<file path="config.mk">
export PLATFORM = sky130hd
export DESIGN_NAME = adcc_top
export DESIGN_NICKNAME = d
export VERILOG_FILES = /design/src/pkg/adcc_pkg.sv /design/src/rtl/adcc_top.sv /design/src/rtl/adcc_conv_clk.sv
export SDC_FILE = /design/constraint.sdc
export NUM_CORES = 1
export LEC_CHECK = 0
export BUFFER_PORTS_ARGS = -buffer_cell sky130_fd_sc_hd__buf_2
export CORE_ASPECT_RATIO = 1.75
export CORE_MARGIN = 1
export CORE_UTILIZATION = 58
export DETAILED_ROUTE_END_ITERATION = 7
export PLACE_DENSITY = 0.87
export SYNTH_ARGS = -nofsm -noshare
export SYNTH_HDL_FRONTEND = slang
export SYNTH_SLANG_ARGS = --single-unit
</file>
<file path="constraint.sdc">
create_clock -name ref_clk_i -period 3.4 [get_ports ref_clk_i]
set_clock_uncertainty 0.05 [all_clocks]
set_input_delay 0.34 -clock ref_clk_i [delete_from_list [all_inputs] [get_ports ref_clk_i]]
set_output_delay 0.34 -clock ref_clk_i [all_outputs]
set_load 0.02 [all_outputs]
</file>
<file path="src/pkg/adcc_pkg.sv">
// Constants, carriers and helpers of the conversion control block.
// Assumes one 100 MHz oscillator clock; register offsets are 8-bit.
package adcc_pkg;

  //////////////////////////////////////////////////////////////////////
  // Register offsets, as seen on the register port
  localparam logic [7:0] ADDR_IRQ_FLAGS   = 8'h0C;
  localparam logic [7:0] ADDR_RESULT_HIGH = 8'h1E;
  localparam logic [7:0] ADDR_CTL_MAIN    = 8'h1F;
  localparam logic [7:0] ADDR_IRQ_ENABLES = 8'h8C;
  localparam logic [7:0] ADDR_PIN_SELECT  = 8'h91;
  localparam logic [7:0] ADDR_RESULT_LOW  = 8'h9E;
  localparam logic [7:0] ADDR_CLK_CTL     = 8'h9F;

  //////////////////////////////////////////////////////////////////////
  // Field positions
  localparam int JUSTIFY_BIT   = 7;
  localparam int VREF_BIT      = 6;
  localparam int CHAN_LSB      = 2;
  localparam int GO_BIT        = 1;
  localparam int PWR_BIT       = 0;
  localparam int CLKSEL_LSB    = 4;
  localparam int DONE_FLAG_BIT = 6;

  //////////////////////////////////////////////////////////////////////
  // Values after reset
  localparam logic [7:0] CTL_MAIN_RST = 8'h00;
  localparam logic [2:0] CLK_SEL_RST  = 3'h0;
  localparam logic [7:0] PIN_SEL_RST  = 8'hFF;
  localparam logic       IRQ_BIT_RST  = 1'b0;

  //////////////////////////////////////////////////////////////////////
  // Timing: oscillator periods in one instruction cycle
  localparam logic [2:0] INSTR_OSC_CYCLES = 3'h4;

  // Conversion clock divisors
  localparam logic [15:0] DIV_2  = 16'h0002;
  localparam logic [15:0] DIV_4  = 16'h0004;
  localparam logic [15:0] DIV_8  = 16'h0008;
  localparam logic [15:0] DIV_16 = 16'h0010;
  localparam logic [15:0] DIV_32 = 16'h0020;
  localparam logic [15:0] DIV_64 = 16'h0040;

  localparam int RES_BITS = 10;

  //////////////////////////////////////////////////////////////////////
  // Carriers
  typedef struct packed {
    logic       justify;
    logic       vref_ext;
    logic [2:0] chan;
    logic       go;
    logic       pwr;
  } adcc_ctl_t;

  typedef struct packed {
    logic [7:0] high;
    logic [7:0] low;
  } adcc_result_t;

  typedef enum logic [1:0] {
    ST_IDLE  = 2'b00,
    ST_DELAY = 2'b01,
    ST_CONV  = 2'b11,
    ST_LOAD  = 2'b10
  } adcc_state_t;

  //////////////////////////////////////////////////////////////////////
  // Helpers
  function automatic logic adcc_is_rc(input logic [2:0] sel);
    return sel[1:0] == 2'b11;
  endfunction

  function automatic logic [15:0] adcc_divisor(input logic [2:0] sel,
                                               input logic [15:0] rc_div);
    logic [15:0] d;
    d = rc_div;
    unique case (sel)
      3'h0: d = DIV_2;
      3'h1: d = DIV_8;
      3'h2: d = DIV_32;
      3'h4: d = DIV_4;
      3'h5: d = DIV_16;
      3'h6: d = DIV_64;
      default: d = rc_div;
    endcase
    return d;
  endfunction

  function automatic adcc_result_t adcc_pack(input logic justify,
                                             input logic [9:0] code);
    adcc_result_t r;
    if (justify) begin
      r.high = {6'h00, code[9:8]};
      r.low  = code[7:0];
    end else begin
      r.high = code[9:2];
      r.low  = {code[1:0], 6'h00};
    end
    return r;
  endfunction

endpackage

</file>
<file path="src/rtl/adcc_top.sv">
// Conversion control of an 8-input successive-approximation converter.
// Assumes a comparator on cmp_i (high while input >= trial code) and a
// register port with one-cycle strobes and read data one cycle later.
`timescale 1ns/1ps
module adcc_top
  import adcc_pkg::*;
#(
  parameter logic [15:0] RC_DIV   = 16'h0190,
  parameter int          SAR_BITS = 10
)(
  input  wire logic       ref_clk_i,
  input  wire logic       rst_i,
  input  wire logic [7:0] addr_i,
  input  wire logic [7:0] wdata_i,
  input  wire logic       wr_i,
  input  wire logic       rd_i,
  output logic      [7:0] rdata_o,
  input  wire logic       cmp_i,
  input  wire logic       sleep_i,
  output logic      [9:0] sar_trial_o,
  output logic      [2:0] chan_sel_o,
  output logic            vref_ext_o,
  output logic            analog_pwr_o,
  output logic      [7:0] analog_pin_sel_o,
  output logic            busy_o,
  output logic            wake_o,
  output logic            irq_o
);

  ////////////////////////////////////////////////////////////////////////
  // Elaboration checks
  if (SAR_BITS != RES_BITS) begin : g_bad_bits
    $error("adcc_top: result layout serves only 10-bit conversions");
  end
  if (RC_DIV < 16'h0002) begin : g_bad_rc
    $error("adcc_top: RC divider must be at least 2");
  end

  ////////////////////////////////////////////////////////////////////////
  // State
  adcc_ctl_t    ctl;
  adcc_ctl_t    next_ctl;
  logic [2:0]   clk_sel;
  logic [2:0]   next_clk_sel;
  logic [7:0]   pin_sel;
  logic [7:0]   next_pin_sel;
  logic         done_flag;
  logic         next_done_flag;
  logic         done_en;
  logic         next_done_en;
  adcc_state_t  state;
  adcc_state_t  next_state;
  logic [9:0]   trial;
  logic [9:0]   next_trial;
  logic [3:0]   bit_idx;
  logic [3:0]   next_bit_idx;
  logic [2:0]   delay_cnt;
  logic [2:0]   next_delay_cnt;
  logic         sleep_off;
  logic         next_sleep_off;
  logic         next_wake;
  logic         next_irq;
  logic         next_pwr;
  logic [7:0]   next_rdata;
  adcc_result_t result;
  adcc_result_t next_result;
  logic         load_result;

  logic         tick;
  logic         rc_sel;
  logic         wr_main;
  logic         wr_clk;
  logic         wr_pin;
  logic         wr_flags;
  logic         wr_en;
  logic         abort;
  logic [9:0]   decided;

  ////////////////////////////////////////////////////////////////////////
  // Conversion clock
  adcc_conv_clk u_conv_clk (
    .ref_clk_i (ref_clk_i),
    .rst_i     (rst_i),
    .run_i     (state == ST_CONV),
    .sel_i     (clk_sel),
    .rc_div_i  (RC_DIV),
    .tick_o    (tick)
  );

  ////////////////////////////////////////////////////////////////////////
  // Write decode
  always_comb begin
    wr_main  = wr_i && (addr_i == ADDR_CTL_MAIN);
    wr_clk   = wr_i && (addr_i == ADDR_CLK_CTL);
    wr_pin   = wr_i && (addr_i == ADDR_PIN_SELECT);
    wr_flags = wr_i && (addr_i == ADDR_IRQ_FLAGS);
    wr_en    = wr_i && (addr_i == ADDR_IRQ_ENABLES);
    rc_sel   = adcc_is_rc(clk_sel);
  end

  ////////////////////////////////////////////////////////////////////////
  // Control registers, sequencer and sleep handling
  always_comb begin
    next_ctl       = ctl;
    next_clk_sel   = clk_sel;
    next_pin_sel   = pin_sel;
    next_done_flag = done_flag;
    next_done_en   = done_en;
    next_state     = state;
    next_trial     = trial;
    next_bit_idx   = bit_idx;
    next_delay_cnt = delay_cnt;
    next_sleep_off = sleep_off;
    next_wake      = 1'b0;
    next_result    = result;
    load_result    = 1'b0;
    abort          = 1'b0;
    decided        = trial;

    // Register writes; bit 5 of main control and the spare bits are
    // never stored, so they read back zero.
    if (wr_main) begin
      next_ctl.justify  = wdata_i[JUSTIFY_BIT];
      next_ctl.vref_ext = wdata_i[VREF_BIT];
      next_ctl.chan     = wdata_i[CHAN_LSB +: 3];
      next_ctl.pwr      = wdata_i[PWR_BIT];
      if (!wdata_i[GO_BIT]) begin
        next_ctl.go = 1'b0;
      end else if (wdata_i[PWR_BIT]) begin
        next_ctl.go = 1'b1;
      end else begin
        next_ctl.go = 1'b0;
      end
    end
    if (wr_clk) begin
      next_clk_sel = wdata_i[CLKSEL_LSB +: 3];
    end
    if (wr_pin) begin
      next_pin_sel = wdata_i;
    end
    if (wr_en) begin
      next_done_en = wdata_i[DONE_FLAG_BIT];
    end
    if (wr_flags && wdata_i[DONE_FLAG_BIT]) begin
      next_done_flag = 1'b0;
    end

    // Sleep on the oscillator clock stops everything at once
    if (sleep_i && !rc_sel) begin
      next_sleep_off = 1'b1;
      next_ctl.go    = 1'b0;
      abort          = 1'b1;
    end else if (!sleep_i) begin
      next_sleep_off = 1'b0;
    end
    if (!next_ctl.pwr || !next_ctl.go) begin
      abort = 1'b1;
    end

    if (abort) begin
      next_state   = ST_IDLE;
      next_trial   = 10'h000;
      next_bit_idx = 4'h0;
    end else begin
      unique case (state)
        ST_IDLE: begin
          if (next_ctl.go && !sleep_off) begin
            if (rc_sel) begin
              // Lets the sleep instruction retire before sampling
              next_delay_cnt = INSTR_OSC_CYCLES - 3'h1;
              next_state     = ST_DELAY;
            end else begin
              next_trial   = 10'h200;
              next_bit_idx = 4'h9;
              next_state   = ST_CONV;
            end
          end
        end
        ST_DELAY: begin
          if (delay_cnt == 3'h0) begin
            next_trial   = 10'h200;
            next_bit_idx = 4'h9;
            next_state   = ST_CONV;
          end else begin
            next_delay_cnt = delay_cnt - 3'h1;
          end
        end
        ST_CONV: begin
          if (tick) begin
            decided          = trial;
            decided[bit_idx] = cmp_i;
            next_trial       = decided;
            if (bit_idx == 4'h0) begin
              next_state = ST_LOAD;
            end else begin
              next_trial[bit_idx - 4'h1] = 1'b1;
              next_bit_idx               = bit_idx - 4'h1;
            end
          end
        end
        ST_LOAD: begin
          next_result    = adcc_pack(ctl.justify, trial);
          load_result    = 1'b1;
          next_ctl.go    = 1'b0;
          next_done_flag = 1'b1;
          next_state     = ST_IDLE;
          if (sleep_i) begin
            if (next_done_en) begin
              next_wake = 1'b1;
            end else begin
              next_sleep_off = 1'b1;
            end
          end
        end
      endcase
    end

    // Power follows the enable bit unless sleep shut the converter down
    next_pwr = next_ctl.pwr && !next_sleep_off;
    next_irq = next_done_flag && next_done_en;
  end

  ////////////////////////////////////////////////////////////////////////
  // Read data, valid only in the cycle after the strobe
  always_comb begin
    next_rdata = 8'h00;
    if (rd_i) begin
      unique case (addr_i)
        ADDR_CTL_MAIN:    next_rdata = {ctl.justify, ctl.vref_ext, 1'b0,
                                        ctl.chan, ctl.go, ctl.pwr};
        ADDR_CLK_CTL:     next_rdata = {1'b0, clk_sel, 4'h0};
        ADDR_PIN_SELECT:  next_rdata = pin_sel;
        ADDR_IRQ_FLAGS:   next_rdata = {1'b0, done_flag, 6'h00};
        ADDR_IRQ_ENABLES: next_rdata = {1'b0, done_en, 6'h00};
        ADDR_RESULT_HIGH: next_rdata = result.high;
        ADDR_RESULT_LOW:  next_rdata = result.low;
        default:          next_rdata = 8'h00;
      endcase
    end
  end

  ////////////////////////////////////////////////////////////////////////
  // Control flops
  always_ff @(posedge ref_clk_i) begin
    if (rst_i) begin
      ctl              <= adcc_ctl_t'(CTL_MAIN_RST[6:0]);
      clk_sel          <= CLK_SEL_RST;
      pin_sel          <= PIN_SEL_RST;
      done_flag        <= IRQ_BIT_RST;
      done_en          <= IRQ_BIT_RST;
      state            <= ST_IDLE;
      trial            <= 10'h000;
      bit_idx          <= 4'h0;
      delay_cnt        <= 3'h0;
      sleep_off        <= 1'b0;
      rdata_o          <= 8'h00;
      sar_trial_o      <= 10'h000;
      chan_sel_o       <= 3'h0;
      vref_ext_o       <= 1'b0;
      analog_pwr_o     <= 1'b0;
      analog_pin_sel_o <= PIN_SEL_RST;
      busy_o           <= 1'b0;
      wake_o           <= 1'b0;
      irq_o            <= 1'b0;
    end else begin
      ctl              <= next_ctl;
      clk_sel          <= next_clk_sel;
      pin_sel          <= next_pin_sel;
      done_flag        <= next_done_flag;
      done_en          <= next_done_en;
      state            <= next_state;
      trial            <= next_trial;
      bit_idx          <= next_bit_idx;
      delay_cnt        <= next_delay_cnt;
      sleep_off        <= next_sleep_off;
      rdata_o          <= next_rdata;
      sar_trial_o      <= next_trial;
      chan_sel_o       <= next_ctl.chan;
      vref_ext_o       <= next_ctl.vref_ext;
      analog_pwr_o     <= next_pwr;
      analog_pin_sel_o <= next_pin_sel;
      busy_o           <= next_ctl.go;
      wake_o           <= next_wake;
      irq_o            <= next_irq;
    end
  end

  ////////////////////////////////////////////////////////////////////////
  // Result pair has no reset: a reset must not lose the last result
  always_ff @(posedge ref_clk_i) begin
    if (load_result) begin
      result <= next_result;
    end
  end

endmodule // adcc_top

</file>
<file path="src/rtl/adcc_conv_clk.sv">
// Conversion clock tick generator: one-cycle enable every N oscillator
// clocks. Assumes run is held high for the whole conversion.
`timescale 1ns/1ps
module adcc_conv_clk
  import adcc_pkg::*;
(
  input  wire logic        ref_clk_i,
  input  wire logic        rst_i,
  input  wire logic        run_i,
  input  wire logic [2:0]  sel_i,
  input  wire logic [15:0] rc_div_i,
  output logic             tick_o
);

  logic [15:0] cnt;
  logic [15:0] next_cnt;
  logic        next_tick;
  logic [15:0] div;

  ////////////////////////////////////////////////////////////////////////
  // Restart on every run so each conversion sees whole periods
  always_comb begin
    div       = adcc_divisor(sel_i, rc_div_i);
    next_cnt  = 16'h0000;
    next_tick = 1'b0;
    if (run_i) begin
      if (cnt >= div - 16'h0001) begin
        next_cnt  = 16'h0000;
        next_tick = 1'b1;
      end else begin
        next_cnt = cnt + 16'h0001;
      end
    end
  end

  always_ff @(posedge ref_clk_i) begin
    if (rst_i) begin
      cnt    <= 16'h0000;
      tick_o <= 1'b0;
    end else begin
      cnt    <= next_cnt;
      tick_o <= next_tick;
    end
  end

endmodule // adcc_conv_clk

</file>
Word level (Yosys, flattened, before mapping)
Cells that the tools add are included.
{"block": "totals", "ff_bits": 84, "latchBits": 0, "ram_bits": 0, "romBits": 0, "inputBits": 22, "output_inout_bits": 34, "wordCells": 149, "n_memories": 0}
{"block": "op_classes", "addsub": 4, "multipliers": 0, "div": 0, "n_lt_le_gt_ge": 5, "eq_ne": 24, "n_shift": 0, "mux": 52, "n_bitwise": 6, "n_reduce_logical": 34}
{"operator": "$mux 10", "count": 6}
{"operator": "$pmux 8 s7", "count": 1}
{"operator": "$pmux 9 s6", "count": 1}
{"operator": "$eq 8x8->1 const B", "count": 4}
{"operator": "$pmux 10 s3", "count": 1}
{"operator": "$mux 1", "count": 23}
{"operator": "$mux 4", "count": 5}
{"operator": "$add 16x1->16 const B", "count": 1}
{"operator": "$eq 8x5->1 const B", "count": 2}
{"operator": "$ge 16x16->1", "count": 1}
{"operator": "$ne 2x2->1 const B", "count": 8}
{"operator": "$logic_and 1x1->1", "count": 12}
{"operator": "$mux 2", "count": 6}
{"operator": "$pmux 4 s3", "count": 1}
{"operator": "$bwmux 10", "count": 1}
{"operator": "$lt 4x5->1 const B", "count": 2}
{"operator": "$or 10x10->10", "count": 1}
{"operator": "$reduce_and 5->1", "count": 2}
{"operator": "$sub 9x1->10 const B", "count": 1}
{"operator": "$eq 3x3->1 const B", "count": 3}
{"operator": "$mux 3", "count": 3}
{"operator": "$demux 1 s4", "count": 2}
{"operator": "$eq 8x4->1 const B", "count": 1}
{"operator": "$ge 4x1->1 const B", "count": 2}
{"operator": "other kinds (22)", "count": 35}

Depth between registers and ports, before layout
{"block": "depth", "depth_word": 10, "depth_mapped": 10, "mapped_depth_nobuf": 8}

Cells and area by module
A second synthesis with hierarchy kept.
{"block": "unflattened", "hier_cells": 552, "area_unflattened_um2": 4909.7}
{"module": "adcc_top", "instances": 1, "cells_per_inst": 367, "area_each_um2": 3394.5, "seq_area_each_um2": 1501.4}
{"module": "adcc_conv_clk", "instances": 1, "cells_per_inst": 185, "area_each_um2": 1515.2, "seq_area_each_um2": 340.3}

Least setup slack after synthesis
Ideal clock, no wire load.
{"block": "synth_path", "kind": "input port to flip-flop", "from": "input addr_i[5]", "to": "register analog_pwr_o", "setup_time_ps": 116, "arrival_ps": 2940, "required_ps": 3234, "setup_slack_ps": 294, "cell_stages": 6, "n_path_buf": 0, "path_cell_list": "nor4b_1 -> nand3_1 -> mux2i_1 -> nor3_1 -> nand3_1 -> o211a_1"}
{"block": "synth_between", "elab_chain_cells": 10, "elab_cells_between_ends": 17, "classes_between": "2 x eq/ne; 8 x mux; 7 x reduce/logical"}
{"element": "from (decl)", "line_no": "adcc_top.sv:13", "rtl": "input wire logic [7:0] addr_i,"}
{"element": "$eq 8x5->1", "line_no": "adcc_top.sv:93", "rtl": "wr_main = wr_i && (addr_i == ADDR_CTL_MAIN);"}
{"element": "$logic_and 1x1->1", "line_no": "adcc_top.sv:93"}
{"element": "$mux 2", "line_no": "adcc_top.sv:122", "rtl": "if (wr_main) begin"}
{"element": "$mux 1", "line_no": "adcc_top.sv:149", "rtl": "if (sleep_i && !rc_sel) begin"}
{"element": "$logic_not 1->1", "line_no": "adcc_top.sv:156", "rtl": "if (!next_ctl.pwr || !next_ctl.go) begin"}
{"element": "$logic_or 1x1->1", "line_no": "adcc_top.sv:156"}
{"element": "$mux 1", "line_no": "adcc_top.sv:156"}
{"element": "$mux 1", "line_no": "adcc_top.sv:160", "rtl": "if (abort) begin"}
{"element": "$logic_not 1->1", "line_no": "adcc_top.sv:219", "rtl": "next_pwr = next_ctl.pwr && !next_sleep_off;"}
{"element": "$logic_and 1x1->1 (*)", "line_no": "adcc_top.sv:219"}
{"element": "to (signal assigned)", "line_no": "adcc_top.sv:280", "rtl": "analog_pwr_o <= next_pwr;"}
{"element": "to (decl)", "line_no": "adcc_top.sv:23", "rtl": "output logic analog_pwr_o,"}
Every way passes the cells marked *; elsewhere a longest branch is shown, timed or not.
A chain may end at the register's enable or synchronous reset.

Final worst setup path
{"block": "layout_path", "from": "register clk_sel[1]", "to": "register trial[2]"}
{"block": "layout_between", "elab_chain_cells": 8, "elab_cells_between_ends": 13, "classes_between": "3 x eq/ne; 3 x mux; 7 x reduce/logical"}
{"element": "from (decl)", "line_no": "adcc_top.sv:43", "rtl": "logic [2:0] clk_sel;"}
{"element": "from (signal assigned)", "line_no": "adcc_top.sv:267", "rtl": "clk_sel <= next_clk_sel;"}
{"element": "$eq 2x2->1 (*)", "line_no": "adcc_pkg.sv:71", "rtl": "return sel[1:0] == 2'b11;"}
{"element": "parallel branches: the longest is 7 deep, another holds $reduce_and 5->1"}
{"element": "to (signal assigned)", "line_no": "adcc_top.sv:272", "rtl": "trial <= next_trial;"}
{"element": "to (decl)", "line_no": "adcc_top.sv:53", "rtl": "logic [9:0] trial;"}
Mark *: on every way between the ends.

==> impl_metrics.toml <==
[outcome]
outcome = "finished, final reports clean"

[clocking]
clock_sinks = 84
post-cts-setup-buffers = 0
clock_path_buffers = 2
cts_hold_buffers = 0
htree_levels = 3
worstSkewPairLatency_ns = 0.34
root_buffer = "clkbuf_16"
cts_tree = "done"
cts_buffers = 9
clk_pin_slew_worst_paths_ns = 0.06
cts_resized = 0

[power]
power.density_mw_per_mm2 = 397
p_comb_frac = 0.029
p_sw_mw = 0.449
p_int_mw = 1.53
p_seq_frac = 0.512
clkPwrFrac = 0.459
p_leak_nw = 2.05
irDropWorstVdd_uv = 256
power_switching_share = 0.227

[run]
cap_violations = 0

[placed_design]
port_buffers = 55
postPlaceCellArea_mm2 = 0.00469
dp_slack_ns = 0.509
placed_cells_incl_taps = 609
hpwl_um = 7850
gp_congestion = 0.980

[cells_and_area]
seq_area_mm2 = 0.00184
drive_above_1_share = 0.169
final_cell_area_mm2 = 0.00497
fillCellCount = 570
multi_input_area_mm2 = 0.00239
fin_util = 0.683
diodes = 0
area_growth_pct = 13.2
nNetsFinal = 580
stdcell_count = 625

[detailed_routing]
avgViaCountPerCell = 6.32
drt_first_pass_iters = 8
ant_nets = 0
finalWirelength_um = 10800
drc = 0
wl_per_cell_um = 17.2
via_count = 3948
drtIter0Drc = 275

[synthesis]
synth_ff_type = "dfxtp_1"
async_reset_ff_frac = 0
yosysTopAreaCellShare = 0.310
synth_area_leaders = "dfxtp_1 31%, edfxtp_1 11%, ha_1 6.8%, a21oi_1 4.3%, nor2_1 3.8%"
synth_area_per_cell_um2 = 9.06
synth_edf_count = 16
syn-cell-area_mm2 = 0.00439
ys_top_cells_by_count = "68 x dfxtp_1, 45 x nor2_1, 38 x a21oi_1"
synth_cell_type_count = 59
ys_warn_count = 0
ys_seq_elements = 84
synth.largest_area_cell = "dfxtp_1"
yosysSeqAreaShare = 0.419
netlist_instances = 485
yosysMostFrequentCell = "dfxtp_1"

[die]
chipHeight_um = 117
io_pins = 56
start_util = 0.603
die_w_um = 67.8
std_cell_rows = 41
core-area_mm2 = 0.00728
fp.dieArea_mm2 = 0.00794

[global_routing]
grt_use_total = 0.283
grt_pass1_wl_um = 16700
grt_overflow = 0
busiest_layer = "met2"
met2_usage = 0.524
antenna_found_initial = 0
grt_util_met1 = 0.267
grt_pass1_vias = 3621
grtUsageMet3 = 0.0678
grt_max_degree = 30

[worst_setup_path]
cp-start-kind = "flip-flop"
arrival_ns = 2.87
crit_path_max_fanout = 14
required_ns = 3.59
end_kind = "flip-flop"
worstSetupPathType = "reg -> reg"

[sta]
finalHoldViolations = 0
period_share = 0.789
tightest_slew_ns = 1.10
timing.fmax_mhz = 373
drv_slew = 0
maxSlewHeadroom = 0.263
min_period_ns = 2.68
setup_slack_ns = 0.719
final.setup.tns_ns = 0
rsz0062_at_grt = "no"
finalSetupViolations = 0

[min_path]
hold_class = "in -> reg"
through the flow:
step	hold WS [ns]	power, mW
finish	0.207	1.98
global route	0.216	2.02
CTS	0.205	1.97
detailed placement	0.426	1.09
global placement	0.412	1.09
floorplan	0.392	1.06
final cells by class:
cell class,count,share of cell area
Clock buffer,9,0.0453
Clock inverter,7,0.0106
Inverter,12,0.00906
Multi-Input combinational cell,367,0.480
Sequential cell,84,0.370
Tap cell,86,0.0216
Timing Repair Buffer,60,0.0629
cells in the final DEF, fill, tap and decap left out, types with 4 or more instances in the layout:
cell / count
dfxtp_1: 68
buf_2: 55
nor2_1: 45
a21oi_1: 38
nand2_1: 37
nand3_1: 28
ha_1: 24
a22oi_1: 17
edfxtp_1: 16
nor2b_1: 13
and3_1: 13
inv_1: 12
o21ai_0: 12
and2_1: 11
mux2i_1: 10
nor3_1: 9
xor2_1: 9
a211o_1: 9
clkbuf_16: 9
a31oi_1: 8
conb_1: 8
xnor2_1: 6
mux2_2: 5
nand4_1: 5
buf_4: 5
a21o_1: 4
a211oi_1: 4
o221ai_1: 4
o211a_1: 4
clkinvlp_4: 4
worst paths after layout:
check                           startpoint       end  slack [ns]  cells past startpoint
worst min-delay path            wdata_i[3]    ctl[3]        0.21                      3
worst min register to register      ctl[4]    ctl[4]        0.44                      2
worst max-delay path            clk_sel[1]  trial[2]        0.72                      7
worst max register to register  clk_sel[1]  trial[2]        0.72                      7
power by group through the flow:
| stage | combinational (mW) | sequential (mW) | clock, mW |
|---|---|---|---|
| floorplan | 0.0284 | 1.03 | 0 |
| global placement | 0.0535 | 1.03 | 0 |
| detailed placement | 0.0543 | 1.03 | 0 |
| CTS | 0.0552 | 1.01 | 0.906 |
| global route | 0.0606 | 1.01 | 0.947 |
| finish | 0.0567 | 1.01 | 0.907 |
layer usage:
layer	vias to the layer above	share of wire	routed length [µm]
met5	-	0	0
met3	44	0.050	542
met4	0	0.053	571
li1	1860	-	-
met1	1885	0.35	3790
met2	159	0.54	5850
logic make-up after synthesis:
logic type	share of synthesized area
flops	0.419
mux	0.0356
buf+inv	0.0456
other cells	0.000854
simple gates	0.214
fa+ha+maj	0.0684
xor+xnor	0.0299
compound gates	0.186
state kept, by name, summed over array words and instances, names as in the netlist, 2 cells and up:
signal	count
state	2
ctl	7
u_conv_clk.cnt	16
rdata_o	8
bit_idx	4
delay_cnt	3
result	16
trial	10
pin_sel	8
clk_sel	3
critical path, stage by stage, from the launching register on:
cell and delay, ns:
dfxtp_1 0.53, a21boi_0 0.26, a311oi_1 0.32, a2111oi_2 0.10, buf_4 0.17, nor2_1 0.67
o221ai_1 0.27, o211a_1 0.19
Power figures use the tool's default switching activity.
